File: config.mk
export PLATFORM = sky130hd
export DESIGN_NAME = srocr_regs
export DESIGN_NICKNAME = d
export VERILOG_FILES = /design/src/srocr_pkg.sv /design/src/srocr_regs.sv /design/src/srocr_byte_reg.sv /design/src/srocr_dbuf.sv
export SDC_FILE = /design/constraint.sdc
export NUM_CORES = 1
export LEC_CHECK = 0
export BUFFER_PORTS_ARGS = -buffer_cell sky130_fd_sc_hd__buf_2
export CORE_ASPECT_RATIO = 1.5
export CORE_MARGIN = 5
export CORE_UTILIZATION = 45
export CTS_BUF_LIST = sky130_fd_sc_hd__clkbuf_4
export DETAILED_ROUTE_END_ITERATION = 10
export PLACE_DENSITY = 0.73
export SETUP_SLACK_MARGIN = 0.5
export SYNTH_ARGS = -nofsm -noshare
export SYNTH_HDL_FRONTEND = slang
export SYNTH_SLANG_ARGS = --single-unit
File: constraint.sdc
create_clock -name clk -period 2.44 [get_ports clk]
set_clock_uncertainty 0.2 [all_clocks]
set_input_delay 0.122 -clock clk [delete_from_list [all_inputs] [get_ports clk]]
set_output_delay 0.122 -clock clk [all_outputs]
set_load 0.02 [all_outputs]
File: src/srocr_pkg.sv
// Package with offsets, field layout, reset values and types of the bank.
package srocr_pkg;

  // Bank geometry.
  localparam int SROCR_NREG = 5;
  localparam int SROCR_AW = 8;
  localparam int SROCR_DW = 8;

  // Register offsets.
  localparam logic [7:0] SROCR_OFS_REF = 8'h22;
  localparam logic [7:0] SROCR_OFS_TRK = 8'h23;
  localparam logic [7:0] SROCR_OFS_DIV = 8'h24;
  localparam logic [7:0] SROCR_OFS_OUT = 8'h25;
  localparam logic [7:0] SROCR_OFS_BLD = 8'h26;

  // Reset values.
  localparam logic [7:0] SROCR_RST_REF = 8'h00;
  localparam logic [7:0] SROCR_RST_TRK = 8'h00;
  localparam logic [7:0] SROCR_RST_DIV = 8'h80;
  localparam logic [7:0] SROCR_RST_OUT = 8'h07;
  localparam logic [7:0] SROCR_RST_BLD = 8'h32;

  // Writable bits; every other bit is read-only zero.
  localparam logic [7:0] SROCR_WM_REF = 8'h70;
  localparam logic [7:0] SROCR_WM_TRK = 8'h32;
  localparam logic [7:0] SROCR_WM_DIV = 8'hf0;
  localparam logic [7:0] SROCR_WM_OUT = 8'hbf;
  localparam logic [7:0] SROCR_WM_BLD = 8'hff;

  // Index of each register in the tables below.
  localparam int SROCR_IDX_REF = 0;
  localparam int SROCR_IDX_TRK = 1;
  localparam int SROCR_IDX_DIV = 2;
  localparam int SROCR_IDX_OUT = 3;
  localparam int SROCR_IDX_BLD = 4;

  // Tables, element 0 is the reference register.
  localparam logic [SROCR_NREG-1:0][7:0] SROCR_OFS_TAB = {SROCR_OFS_BLD,
    SROCR_OFS_OUT, SROCR_OFS_DIV, SROCR_OFS_TRK, SROCR_OFS_REF};
  localparam logic [SROCR_NREG-1:0][7:0] SROCR_RST_TAB = {SROCR_RST_BLD,
    SROCR_RST_OUT, SROCR_RST_DIV, SROCR_RST_TRK, SROCR_RST_REF};
  localparam logic [SROCR_NREG-1:0][7:0] SROCR_WM_TAB = {SROCR_WM_BLD,
    SROCR_WM_OUT, SROCR_WM_DIV, SROCR_WM_TRK, SROCR_WM_REF};

  // Field positions.
  localparam int SROCR_REF_TYPE_BIT = 6;
  localparam int SROCR_REF_DBL_BIT = 5;
  localparam int SROCR_REF_HALF_BIT = 4;
  localparam int SROCR_TRK_RSV_LSB = 4;
  localparam int SROCR_TRK_RSV_MSB = 5;
  localparam int SROCR_TRK_COEF_BIT = 1;
  localparam int SROCR_DIV_FB_BIT = 7;
  localparam int SROCR_DIV_SEL_LSB = 4;
  localparam int SROCR_DIV_SEL_MSB = 6;
  localparam int SROCR_OUT_MUTE_BIT = 7;
  localparam int SROCR_OUT_DB_BIT = 5;
  localparam int SROCR_OUT_QUAD_BIT = 4;
  localparam int SROCR_OUT_DBL_BIT = 3;
  localparam int SROCR_OUT_EN_BIT = 2;
  localparam int SROCR_OUT_PWR_LSB = 0;
  localparam int SROCR_OUT_PWR_MSB = 1;

  // Output division codes.
  typedef enum logic [2:0] {
    SROCR_DIV_1 = 3'h0, SROCR_DIV_2 = 3'h1, SROCR_DIV_4 = 3'h2,
    SROCR_DIV_8 = 3'h3, SROCR_DIV_16 = 3'h4, SROCR_DIV_32 = 3'h5,
    SROCR_DIV_64 = 3'h6, SROCR_DIV_RSV = 3'h7
  } srocr_div_t;

  // Output power codes: -4, -1, 2 and 5 dBm.
  typedef enum logic [1:0] {
    SROCR_PWR_M4 = 2'h0, SROCR_PWR_M1 = 2'h1,
    SROCR_PWR_P2 = 2'h2, SROCR_PWR_P5 = 2'h3
  } srocr_pwr_t;

  // One register access from the serial front end.
  typedef struct packed {
    logic wr;
    logic rd;
    logic [SROCR_AW-1:0] addr;
    logic [SROCR_DW-1:0] wdata;
  } srocr_req_t;

  // Decoded configuration driven into the analog blocks.
  typedef struct packed {
    logic reference_input_type;
    logic reference_doubler_enable;
    logic reference_half_divider_enable;
    logic [1:0] tracking_reserved;
    logic coef_manual;
    logic feedback_source_select;
    srocr_div_t division_ratio;
    logic division_reserved_code;
    logic reserved_mute_bit;
    logic division_double_buffer_select;
    logic unused_quadrupler_bit;
    logic output_doubler_path_enable;
    logic main_output_enable;
    srocr_pwr_t output_power_level;
    logic [7:0] bleed_current_code;
  } srocr_cfg_t;

endpackage : srocr_pkg

File: src/srocr_regs.sv
// Reference and output configuration register bank of the synthesizer.
`timescale 1ns/1ps
module srocr_regs (
  input wire logic clk,
  input wire logic rstn,
  input wire srocr_pkg::srocr_req_t req,
  input wire logic div_update,
  output logic [7:0] rdata_q,
  output logic rvalid_q,
  output srocr_pkg::srocr_cfg_t cfg
);
  import srocr_pkg::*;

  logic [SROCR_NREG-1:0] wr_hit;
  logic [SROCR_NREG-1:0] rd_hit;
  logic [SROCR_NREG-1:0][7:0] reg_q;
  logic [SROCR_NREG-1:0][7:0] rd_term;
  logic [SROCR_NREG:0][7:0] rd_acc;
  logic [7:0] rdata_d;
  logic rvalid_d;
  logic [7:0] ref_q;
  logic [7:0] trk_q;
  logic [7:0] div_q;
  logic [7:0] out_q;
  logic [7:0] bld_q;
  srocr_div_t div_hold;
  srocr_div_t div_active_q;

  // Address decode, storage and read selection for every register.
  // An access to an offset outside the bank hits nothing, so a write
  // is dropped and a read answers zero.
  assign rd_acc[0] = 8'h00;
  genvar gi;
  generate
    for (gi = 0; gi < SROCR_NREG; gi++) begin : g_reg
      assign wr_hit[gi] = req.wr && (req.addr == SROCR_OFS_TAB[gi]);
      assign rd_hit[gi] = req.rd && (req.addr == SROCR_OFS_TAB[gi]);
      assign rd_term[gi] = rd_hit[gi] ? reg_q[gi] : 8'h00;
      assign rd_acc[gi+1] = rd_acc[gi] | rd_term[gi];
      srocr_byte_reg #(
        .RESET(SROCR_RST_TAB[gi]),
        .WMASK(SROCR_WM_TAB[gi])
      ) u_reg (
        .clk(clk),
        .rstn(rstn),
        .we(wr_hit[gi]),
        .wdata(req.wdata),
        .q(reg_q[gi])
      );
    end
  endgenerate

  // Named views of the stored bytes.
  assign ref_q = reg_q[SROCR_IDX_REF];
  assign trk_q = reg_q[SROCR_IDX_TRK];
  assign div_q = reg_q[SROCR_IDX_DIV];
  assign out_q = reg_q[SROCR_IDX_OUT];
  assign bld_q = reg_q[SROCR_IDX_BLD];

  // Read data is registered so the answer never depends on the request
  // wires combinationally; a read in the same cycle as a write to the
  // same register returns the old value.
  assign rdata_d = rd_acc[SROCR_NREG];
  assign rvalid_d = req.rd;

  // Read answer flip-flops.
  always_ff @(posedge clk or negedge rstn) begin
    if (!rstn) begin
      rdata_q <= 8'h00;
      rvalid_q <= 1'b0;
    end else begin
      rdata_q <= rdata_d;
      rvalid_q <= rvalid_d;
    end
  end

  // The stored division code is the holding copy; the active copy feeds
  // the divider and only moves on an update when buffering is selected.
  assign div_hold = srocr_div_t'(div_q[SROCR_DIV_SEL_MSB:SROCR_DIV_SEL_LSB]);

  srocr_dbuf u_dbuf (
    .clk(clk),
    .rstn(rstn),
    .db_sel(out_q[SROCR_OUT_DB_BIT]),
    .update(div_update),
    .hold(div_hold),
    .active_q(div_active_q)
  );

  // Reference path controls.
  assign cfg.reference_input_type = ref_q[SROCR_REF_TYPE_BIT];
  assign cfg.reference_doubler_enable = ref_q[SROCR_REF_DBL_BIT];
  assign cfg.reference_half_divider_enable =
    ref_q[SROCR_REF_HALF_BIT];

  // Tracking filter controls.
  assign cfg.tracking_reserved =
    trk_q[SROCR_TRK_RSV_MSB:SROCR_TRK_RSV_LSB];
  assign cfg.coef_manual = trk_q[SROCR_TRK_COEF_BIT];

  // The reserved-code flag is a flop of its own that loads exactly when
  // the active copy does, so the output stays a register and never
  // ripples through a compare on its way out.
  logic div_load;
  logic div_rsv_d;
  logic div_rsv_q;
  assign div_load = !out_q[SROCR_OUT_DB_BIT] || div_update;
  assign div_rsv_d = div_load ? (div_hold == SROCR_DIV_RSV) : div_rsv_q;

  // Reserved-code flag flip-flop; the reset division code is not reserved.
  always_ff @(posedge clk or negedge rstn) begin
    if (!rstn) begin
      div_rsv_q <= 1'b0;
    end else begin
      div_rsv_q <= div_rsv_d;
    end
  end

  // Feedback and division. Code seven is passed on but flagged, since
  // the divider has no defined ratio for it.
  assign cfg.feedback_source_select = div_q[SROCR_DIV_FB_BIT];
  assign cfg.division_ratio = div_active_q;
  assign cfg.division_reserved_code = div_rsv_q;

  // Output stage controls.
  assign cfg.reserved_mute_bit = out_q[SROCR_OUT_MUTE_BIT];
  assign cfg.division_double_buffer_select =
    out_q[SROCR_OUT_DB_BIT];
  assign cfg.unused_quadrupler_bit = out_q[SROCR_OUT_QUAD_BIT];
  assign cfg.output_doubler_path_enable =
    out_q[SROCR_OUT_DBL_BIT];
  assign cfg.main_output_enable = out_q[SROCR_OUT_EN_BIT];
  assign cfg.output_power_level =
    srocr_pwr_t'(out_q[SROCR_OUT_PWR_MSB:SROCR_OUT_PWR_LSB]);

  // Bleed current code, derived by software from N and pump current.
  assign cfg.bleed_current_code = bld_q;
endmodule : srocr_regs

File: src/srocr_byte_reg.sv
// One 8-bit configuration register with a mask of writable bits.
`timescale 1ns/1ps
module srocr_byte_reg #(
  parameter logic [7:0] RESET = 8'h00,
  parameter logic [7:0] WMASK = 8'hff
) (
  input wire logic clk,
  input wire logic rstn,
  input wire logic we,
  input wire logic [7:0] wdata,
  output logic [7:0] q
);
  import srocr_pkg::*;

  logic [7:0] q_d;

  // Masked bits never store, so read-only positions stay zero.
  assign q_d = we ? (wdata & WMASK) : q;

  // Storage with its documented reset value.
  always_ff @(posedge clk or negedge rstn) begin
    if (!rstn) begin
      q <= RESET & WMASK;
    end else begin
      q <= q_d;
    end
  end

endmodule : srocr_byte_reg

File: src/srocr_dbuf.sv
// Active copy of the output division field, optionally double buffered.
`timescale 1ns/1ps
module srocr_dbuf (
  input wire logic clk,
  input wire logic rstn,
  input wire logic db_sel,
  input wire logic update,
  input wire srocr_pkg::srocr_div_t hold,
  output srocr_pkg::srocr_div_t active_q
);
  import srocr_pkg::*;

  srocr_div_t active_d;

  // Unbuffered the field tracks the register; buffered it waits for update.
  assign active_d = (!db_sel || update) ? hold : active_q;

  // The active field resets with the register's own division code.
  always_ff @(posedge clk or negedge rstn) begin
    if (!rstn) begin
      active_q <= srocr_div_t'(SROCR_RST_DIV[SROCR_DIV_SEL_MSB:
        SROCR_DIV_SEL_LSB]);
    end else begin
      active_q <= active_d;
    end
  end

endmodule : srocr_dbuf

# Yosys cells after proc, flatten, opt, wreduce, memory -nomap -nowiden
# Index checks and enable logic that the tools add are counted.
[classes]
n_eq_ne = 6
mux = 5
n_bitwise = 4
n_reduce_logical = 12
[ops]
columns = ["op", "count"]
rows = [
  ["$eq A8 B6 Y1 const B", 5],
  ["$mux W8", 3],
  ["$or A8 B8 Y8", 2],
  ["$logic_and A1 B1 Y1", 10],
  ["$or A7 B8 Y8", 1],
  ["$mux W7", 1],
  ["$or A7 B6 Y7", 1],
  ["$mux W6", 1],
  ["$eq A3 B3 Y1 const B", 1],
  ["$logic_not A1 Y1", 1],
  ["$logic_or A1 B1 Y1", 1],
]
[totals]
ff_bits = 38
wordCells = 36

# Depth between registers and ports, before layout
# Gate-level depths: netlist of run 1.
[depth]
ltp_word = 7
depth_mapped = 5
mapped_depth_nobuf = 3

# Modules after synthesis
# From an unflattened synthesis of run 1, not the netlist that was laid out.
[unflattened]
hier_cells = 152
hier_area_um2 = 1998.2
[by_module_without_submodules]
columns = ["mod", "n_inst", "cells_per_inst", "area_each_um2", "seq_area_each_um2"]
rows = [
  ["srocr_regs", 1, 74, 742.0, 250.2],
  ["srocr_byte_reg at g_reg[4].u_reg", 1, 17, 335.3, 203.9],
  ["srocr_byte_reg at g_reg[3].u_reg", 1, 17, 306.5, 178.9],
  ["srocr_byte_reg at g_reg[0].u_reg ...", 2, 12, 150.1, 75.1],
  ["srocr_byte_reg at g_reg[2].u_reg", 1, 13, 180.2, 101.3],
  ["srocr_dbuf", 1, 7, 133.9, 75.1],
]

# Least setup slack after synthesis of run 1
# Ideal clock, no wire load.
[synth_timing]
kind = "input -> register"
startpoint = "input port req[9] in the netlist's numbering"
endpoint = "register g_reg[4].u_reg.q[0]"
setup_ns = 0.125
t_arrival_ns = 1.183
required_time_ns = 2.115
slack_ns = 0.932
cell_stages = 5
n_path_buf = 2
path_cell_list = "buf_2 > nor2b_2 > and4_1 > buf_6 > mux2_2"
[synth_via]
elab_chain_len = 2
[synth_lines]
columns = ["item", "line", "source"]
rows = [
  ["start, declared", "srocr_regs.sv:6", "input wire srocr_pkg::srocr_req_t req,"],
  ["$eq A8 B6 Y1", "srocr_regs.sv:36", "assign wr_hit[gi] = req.wr && (req.addr == SROCR_OFS_TAB[gi]);"],
  ["$logic_and A1 B1 Y1", "srocr_regs.sv:36", ""],
  ["end signal, assigned", "srocr_byte_reg.sv:23", "q <= RESET & WMASK;"],
  ["end signal, assigned", "srocr_byte_reg.sv:25", "q <= q_d;"],
  ["end, declared", "srocr_byte_reg.sv:11", "output logic [7:0] q"],
]
# No other way between the ends.
# A chain may end at the register's enable or synchronous reset.

# Worst setup path in the final report of run 1
[layout_timing]
startpoint = "input port req[11] in the netlist's numbering"
endpoint = "register g_reg[4].u_reg.q[2]"
# Same word-level chain as after synthesis.

==> results of run 1 <==
per-layer routing:
metal	routed length, µm	vias to the layer above	GRT usage (%)
li1	-	576	-
met2	2190	42	28.8
met3	279	6	4.92
met1	1520	632	20.6
met4	49	0	6.05
met5	0	-	0
through the flow:
step / cell area (µm²) / util, %
finish: 2150 / 59.5
global route: 2150 / 59.5
CTS: 2150 / 59.5
detailed placement: 1950 / 53.8
global placement: 1950 / 53.8
floorplan: 1670 / -
cell usage in the layout (no fill, tap or decap):
cell type and n:
sky130_fd_sc_hd__buf_2 55, sky130_fd_sc_hd__mux2_2 33, sky130_fd_sc_hd__dfrtp_1 31, sky130_fd_sc_hd__dlygate4sd3_1 15, sky130_fd_sc_hd__dfstp_2 7, sky130_fd_sc_hd__nor2b_1 6, sky130_fd_sc_hd__clkbuf_4 5, sky130_fd_sc_hd__a22oi_1 4
sky130_fd_sc_hd__nand2_1 4, sky130_fd_sc_hd__a21oi_1 4, sky130_fd_sc_hd__nand3_1 4, sky130_fd_sc_hd__nor2_1 3, sky130_fd_sc_hd__a32oi_1 2, sky130_fd_sc_hd__and3b_1 2, sky130_fd_sc_hd__o21ai_0 2, sky130_fd_sc_hd__and4_2 2
sky130_fd_sc_hd__nand4b_1 2, sky130_fd_sc_hd__nor4b_4 1, sky130_fd_sc_hd__nor3_1 1, sky130_fd_sc_hd__nor2b_2 1, sky130_fd_sc_hd__inv_1 1, sky130_fd_sc_hd__mux2i_1 1, sky130_fd_sc_hd__or2_2 1, sky130_fd_sc_hd__nand4_1 1
sky130_fd_sc_hd__clkinvlp_4 1, sky130_fd_sc_hd__clkinv_2 1, sky130_fd_sc_hd__clkinv_1 1, sky130_fd_sc_hd__buf_4 1
synthesized netlist by cell type, drive strengths merged:
cell type and count:
mux2 33, dfrtp 31, buf 8, dfstp 7, nor2b 7, a21oi 4
a22oi 4, nand2 4, nand3 4, nor2 3, a32oi 2, and3b 2
and4 2, nand4b 2, o21ai 2, inv 1, mux2i 1, nand4 1
nor3 1, nor4b 1, or2 1
what timing repair did:
item / CTS / global route
buffers inserted: 0 / 0
gates resized for setup: 0 / 2
hold buffers: 15 / 0
hold endpoints to repair: 69 / 0
endpoints found under the setup margin: 0 / 11
registers in the layout, summed over array words and instances, names as in the netlist:
signal and flops:
g.u_reg.q 25, rdata_q 8, div_rsv_q 1, u_dbuf.active_q 3, rvalid_q 1
path summary, 6_finish.rpt:
| check | startpoint | to | slack (ps) | depth (start not counted) |
|---|---|---|---|---|
| max | req[11] | g_reg[4].u_reg.q[2]$_DFFE_PN0P_ | 600 | 5 |
| min | req[10] | rdata_q[7]$_DFF_PN0_ | 10 | 3 |
| max reg2reg | g_reg[3].u_reg.q[5]$_DFFE_PN0P_ | u_dbuf.active_q[2]$_DFFE_PN0P_ | 1000 | 2 |
| min reg2reg | u_dbuf.active_q[0]$_DFFE_PN0P_ | u_dbuf.active_q[0]$_DFFE_PN0P_ | 310 | 1 |
| max in group asynchronous | rstn | g_reg[0].u_reg.q[6]$_DFFE_PN0P_ | 1340 | 2 |
| min in group asynchronous | rstn | g_reg[3].u_reg.q[3]$_DFFE_PN0P_ | 190 | 2 |
report_power, final:
group / total [W] / switching [W] / internal (W)
clock network: 0.000321 / 0.000214 / 0.000107
registers: 0.000675 / 0.0000175 / 0.000657
logic: 0.000156 / 0.0000848 / 0.0000711
final cells by class:
cell class | count | area, µm²
fillers | 288 | 1460
flip-flops and latches | 38 | 960
multi-input cells | 74 | 648
repair buffers | 71 | 433
well taps | 43 | 53.8
clock buffers | 5 | 37.5
clock inverters | 3 | 16.3
inverters | 1 | 3.75
logic make-up (layout without fill, tap and decap cells):
logic type,Yosys count,in the layout,share of synthesized area [%]
DFF,38,38,57.6
muxes,34,34,22.9
and+or+nand+nor,28,28,11.2
AOI/OAI and AO/OA,12,12,4.66
buffers and inverters,9,80,3.61
critical path, cell delays in order:
cell	delay, ps
sky130_fd_sc_hd__dlygate4sd3_1	540
sky130_fd_sc_hd__buf_2	130
sky130_fd_sc_hd__nor2b_1	300
sky130_fd_sc_hd__and4_2	440
sky130_fd_sc_hd__mux2_2	370
==> results summary, run 1 <==
The initial utilization of the core area, before any placement, comes to roughly 46%. Across every metal layer, demand over resource in global routing totals about 17%. Before CTS, the worst setup slack after placement is slightly above 500 ps. The analysis attributes to cell leakage a power of between 1 and 1.5 nW.

The total standard cell area after synthesis is 1670 µm². The tree built by TritonCTS fans out to 38 sinks. The non-filler instance count after layout came out at around 240.

The number of global-route vias before repair is about 1,300. The synthesized area per cell came out at around 14 µm². Setup repair after global routing left no endpoint under its margin. The maximum fanout along the worst path is 8. The final global-route overflow total came out at 0. Summed over all layers, the routed wires come to 4040 µm. The worst max-slew margin expressed relative to the limit is a little under half. The share of layout cells above drive strength 1 came out at between 50% and 60%. The number of setup violations in the final report came out at 0.

The core region is roughly 3600 µm². The tightest hold path in the finished design has a slack of 9.57 ps. Setup total negative slack on the finished layout was measured at 0 ps.

The count of pins over their slew limit is 0. The final number of hold-violating endpoints is 0. The worst path arrival time came out at about 1900 ps. The worst-margin pin slew came out at between 800 and 900 ps. The net count of the finished layout is 212. In this run the worst hold path is classified as in2reg. After detailed routing, the average wire length per cell comes to about 17 µm. The via count is 1,256.

Across the VDD grid, the largest voltage drop is between 0.4 and 0.5 mV. The remaining antenna violation count after routing came out at 0. The final worst-path setup slack came out at between 500 and 600 ps. TritonCTS built the clock tree. The number of port buffers came out at between 50 and 60.

The DRC violation count after routing is 0. Once detailed placement completed, the half-perimeter wirelength came to between 2000 and 3000 µm. The maximum frequency from static timing analysis came out at 0.543 GHz.

The minimum clock period is 1840 ps. Pin placement for this block handled 56 I/O pins. CTS placed an instance of sky130_fd_sc_hd__clkbuf_4 at the clock tree root. The worst setup path category is in2reg. The final weighted congestion in routability-driven placement is 0.824.

Ranked by total cell area, the synthesized netlist is headed by sky130_fd_sc_hd__dfrtp_1 47%, sky130_fd_sc_hd__mux2_2 22%, sky130_fd_sc_hd__dfstp_2 11%, sky130_fd_sc_hd__nor2b_1 2.3%, sky130_fd_sc_hd__a22oi_1 1.8%. The first routing iteration left between 40 and 50 violations. The power density relative to cell area came out at around 540 nW/µm². The total of flip-flops plus latches after synthesis is 38. The placed instance count is approximately 210. The initial antenna violation count is 0. Summed over its instances, the top area cell type makes up 46.6% of the synthesized netlist area.

The H-tree generated during clock tree synthesis spans 2 levels. The type of element launching the critical path is an input pin. In this run the vertical extent of the chip is between 80 and 90 µm. For this run, the number of Yosys warnings is 0.

The post-synth net total came out at roughly 140. The worst path uses about three quarters of the clock period. The total iterations of the first detailed-routing run came out at 4. The clock insertion delay at the later pin of the skew report came out at 360 ps. Relative to the synthesized area, the layout overhead comes to 29.2%. The library cell with the largest summed area after synthesis is sky130_fd_sc_hd__dfrtp_1.

The repair_antennas step left the layout with diodes totalling 0. The mean number of vias per cell is approximately 5.3. The run finished with clean final reports.

The synthesized instance count is approximately 120. The sequential share of the synthesized area is 57.6%. The clock transition at the registers of the reported paths came out at ~120 ps. The maximum number of pins on one net before global-route repair came out at 39. The worst setup path is captured at a flip-flop. The full die area is about 5000 µm². The wire length of the first global-routing pass came out at roughly 6600 µm. The x dimension of the die came out at approximately 60 µm.

The count of different cell masters after synthesis is 24. The row count came out at 27. The max-capacitance violation count came out at 0.

The total clock buffers created by CTS came out at 5. At the worst endpoint, the required time is approximately 2500 ps. The clock passes through at most 2 buffers. The completed layout was analyzed and its total power is about 0.0012 W.
(Power assumes the default switching activity.)
==> run 2, diff against run 1 <==
Settings changed: PLACE_DENSITY 0.73 to 0.75.
Clock period 2.44 ns to 1.64 ns, I/O delays scaled along.
==> results summary, run 2 (synthesis gave the netlist of run 1 again) <==
The summed negative setup slack over all endpoints is 0 ps (unchanged). The internal power is 0.00153 W (+83%). The final weighted congestion in routability-driven placement came out at 0.855 (+3.8%). The power density relative to cell area came to 723 nW/µm² (+35%). Among all stages on the critical path, the largest delay is contributed by sky130_fd_sc_hd__dfstp_2. The via count was 1,436 (+14%).

The row count is 27 (unchanged). The overall global routing resource usage is 22.0% (+4.7 points). The number of port buffers came out at 55 (unchanged).

The cell area after placement is 2080 µm² (+6.9%). The worst hold path terminates at rdata_q[7]$_DFF_PN0_. The worst ir drop on vdd is 0.657 mV (+56%). The x dimension of the die came to 59.7 µm (unchanged). The worst max-slew margin expressed relative to the limit came out at 67.7% (+22 points). The top cell types in the final layout, fill and taps aside, are 43 x sky130_fd_sc_hd__buf_6, 29 x sky130_fd_sc_hd__dfrtp_1, 27 x sky130_fd_sc_hd__buf_4. The area of the core came out at 3610 µm² (unchanged). The worst setup path category is reg2out. The type of element launching the critical path is a flip-flop. The number of stages on the worst setup path was 1 (-4). The share of the cycle needed by the critical path after routing is between 80% and 90%. The number of setup violations in the final report came out at 0 (unchanged).

The largest registers in the layout are g.u_reg.q: 25 flops, rdata_q: 8 flops, u_dbuf.active_q: 3 flops. The largest stage delay on the critical path is 580 ps (+40 ps). The net count reported at finish came to 241 (+14%).

The total half-perimeter wirelength after legalization and detailed placement is 3000 µm (+1.1%). The area growth from synthesis to layout came out at 68.3%. The violation count after the first detailed-route iteration was 38 (-19%).

The sequential share of power is 49.8% (-8.8 points). The initial antenna violation count came out at 0 (unchanged). The clock tree from TritonCTS is done. The switching portion of total power came out at 24.4% (-3.1 points). The worst setup path is captured at an output port.

More flip-flops sit in one register than any other, and that register is g.u_reg.q. The wire length of the first global-routing pass is 8270 µm (+25%). The remaining antenna violation count after routing came to 0 (unchanged). The critical path goes through buf_6.

The setup slack of the most critical reg-to-reg path came out at 310 ps (-690 ps). The cell class contributing the biggest share of worst-path delay is flip-flops. The maximum fanout along the worst path came out at 3 (-5). The final global-route overflow total is 0 (unchanged). The final reports fail on hold timing. The full die area came out at 5040 µm² (unchanged). The cell count of the worst reg-to-reg path was 3 (+1). The average routed wire per standard cell is 20.7 µm (+21%). The number of cells on the worst hold path is 4 (+1). The initial core utilization is 46.1% (unchanged). The buffer depth of the longest clock path came out at 2 (unchanged).

Static timing analysis puts the maximum clock frequency at 0.749 GHz. The maximum level of the CTS H-tree came out at 2 (unchanged). The mean number of vias per cell came out at 5.44 (+1.8%). The minimum clock period is ~1300 ps. The flow ran to the end, but the final reports show violations. The worst-case hold slack is -91.8 ps (-101 ps). In this run the critical register-to-register path is captured at rdata_q[5]$_DFF_PN0_. The worst path arrival time came to 1050 ps (-850 ps). The power share of the combinational group was 17.7% (+4.2 points). The switching power came out at 0.000494 W (+56%). The final number of hold-violating endpoints is 10 (+10). The share of layout cells above drive strength 1 came out at 70.6% (+14 points). Leaving out fill and tap cells, the most frequent cell in the layout is sky130_fd_sc_hd__buf_6. Setup repair after global routing could not meet its margin everywhere.

The total iterations of the first detailed-routing run is 4 (unchanged). The number of ports placed on the die boundary is 56 (unchanged). The startpoint identified for the worst register-to-register timing path is g_reg[2].u_reg.q[5]$_DFFE_PN0P_. The total wirelength of the detailed-routed design is 5470 µm (+35%). The clock transition at the registers of the reported paths is 110 ps (about the same).

The clock sink count is 38 (unchanged). The number of global-route vias before repair came out at 1,658 (+25%). The area of all placed cells without fillers is 2800 µm² (+30%). The flip-flop count of the largest register, all copies and words added is 25 (unchanged). The required time at the worst-slack endpoint came out at 1360 ps (-1140 ps). The power share of the clock group is 32.4% (+4.5 points). The root buffer selected by CTS is sky130_fd_sc_hd__clkbuf_4. The maximum number of pins on one net before global-route repair came to 39 (unchanged).

The DRC violation count after routing came out at 0 (unchanged). The worst-margin pin slew came out at 484 ps (-338 ps). The height of the die is 84.5 µm (unchanged). The worst path buffer plus inverter count is 1 (-1). The total of hold buffers inserted after clock tree synthesis came out at 11 (-4). The total clock buffers created by CTS was 5 (unchanged). The launch instance of the worst min-delay path is req[11].

The clock insertion delay at the later pin of the skew report is 340 ps (-20 ps). The max-capacitance violation count came to 0 (unchanged). The count of antenna diodes in the layout is 0 (unchanged). The count of pins over their slew limit came out at 0 (unchanged). The class of the most critical hold timing path is in2reg. The cell leakage power is 1.38 nW (+24%).
## run 2: cell count changes in the layout (fill, tap and decap cells not counted), sizes merged
cell | before | now
buf | 56 | 89
dlygate4sd3 | 15 | 11
clkinv | 2 | 0
bufinv | 0 | 1
clkinvlp | 1 | 0
clkbuf | 5 | 7
## run 2: routing by layer
| layer | vias up | wire length, µm | global-route usage [%] |
|---|---|---|---|
| met3 | 12 | 287 | 5.54 |
| li1 | 634 | - | - |
| met4 | 0 | 131 | 9.48 |
| met5 | - | 0 | 0 |
| met2 | 57 | 3100 | 37.2 |
| met1 | 733 | 1950 | 25.3 |
## run 2: layout make-up
cell class / count / area (µm²)
Clock buffer: 7 / 52.6
Clock inverter: 1 / 30.0
Fill cell: 223 / 812
Inverter: 1 / 3.75
Multi-Input combinational cell: 74 / 798
Sequential cell: 38 / 962
Tap cell: 43 / 53.8
Timing Repair Buffer: 100 / 902
## run 2: tightest hold or removal path: stages
cell and delay (ps):
sky130_fd_sc_hd__buf_2 100, sky130_fd_sc_hd__nor2b_1 70, sky130_fd_sc_hd__nand3_2 130, sky130_fd_sc_hd__a21oi_2 40
## run 2: worst max path at each step
stage	from	endpoint	slack (ps)
floorplan	req[14]	g_reg[4].u_reg.q[0]$_DFFE_PN0P_	200
global placement	req[14]	g_reg[1].u_reg.q[4]$_DFFE_PN0P_	70
detailed placement	req[14]	g_reg[1].u_reg.q[5]$_DFFE_PN0P_	60
CTS	g_reg[4].u_reg.q[4]$_DFFE_PN1P_	cfg[4]	310
global route	g_reg[2].u_reg.q[7]$_DFFE_PN1P_	cfg[19]	260
finish	g_reg[2].u_reg.q[7]$_DFFE_PN1P_	cfg[19]	310
## run 2: repair_timing
action,in CTS,in global routing
hold endpoints to repair,76,12
pin swaps,6,4
gates resized for setup,83,18
endpoints found under the setup margin,66,70
buffers inserted,23,2
## run 2: power by group through the flow
stage / Combinational, W / Clock (W) / Sequential (W)
after floorplan: 0.0000894 / 0 / 0.00105
after global placement: 0.000223 / 0 / 0.00102
after detailed placement: 0.000227 / 0 / 0.00102
after CTS: 0.000334 / 0.000663 / 0.00101
after global routing: 0.000381 / 0.000703 / 0.00101
final: 0.000359 / 0.000657 / 0.00101
## run 2: per-stage QoR
stage               util, %  std cells  setup slack (ps)  hold slack (ps)  power [W]
floorplan                 -        121               202             -414    0.00114
global placement       57.5        220              72.8            -57.5    0.00124
detailed placement     57.5        220              62.5            -48.9    0.00125
CTS                    75.2        262               311            -90.9    0.00200
global route           77.5        264               261             -104    0.00210
finish                 77.5        264               305            -91.8    0.00203
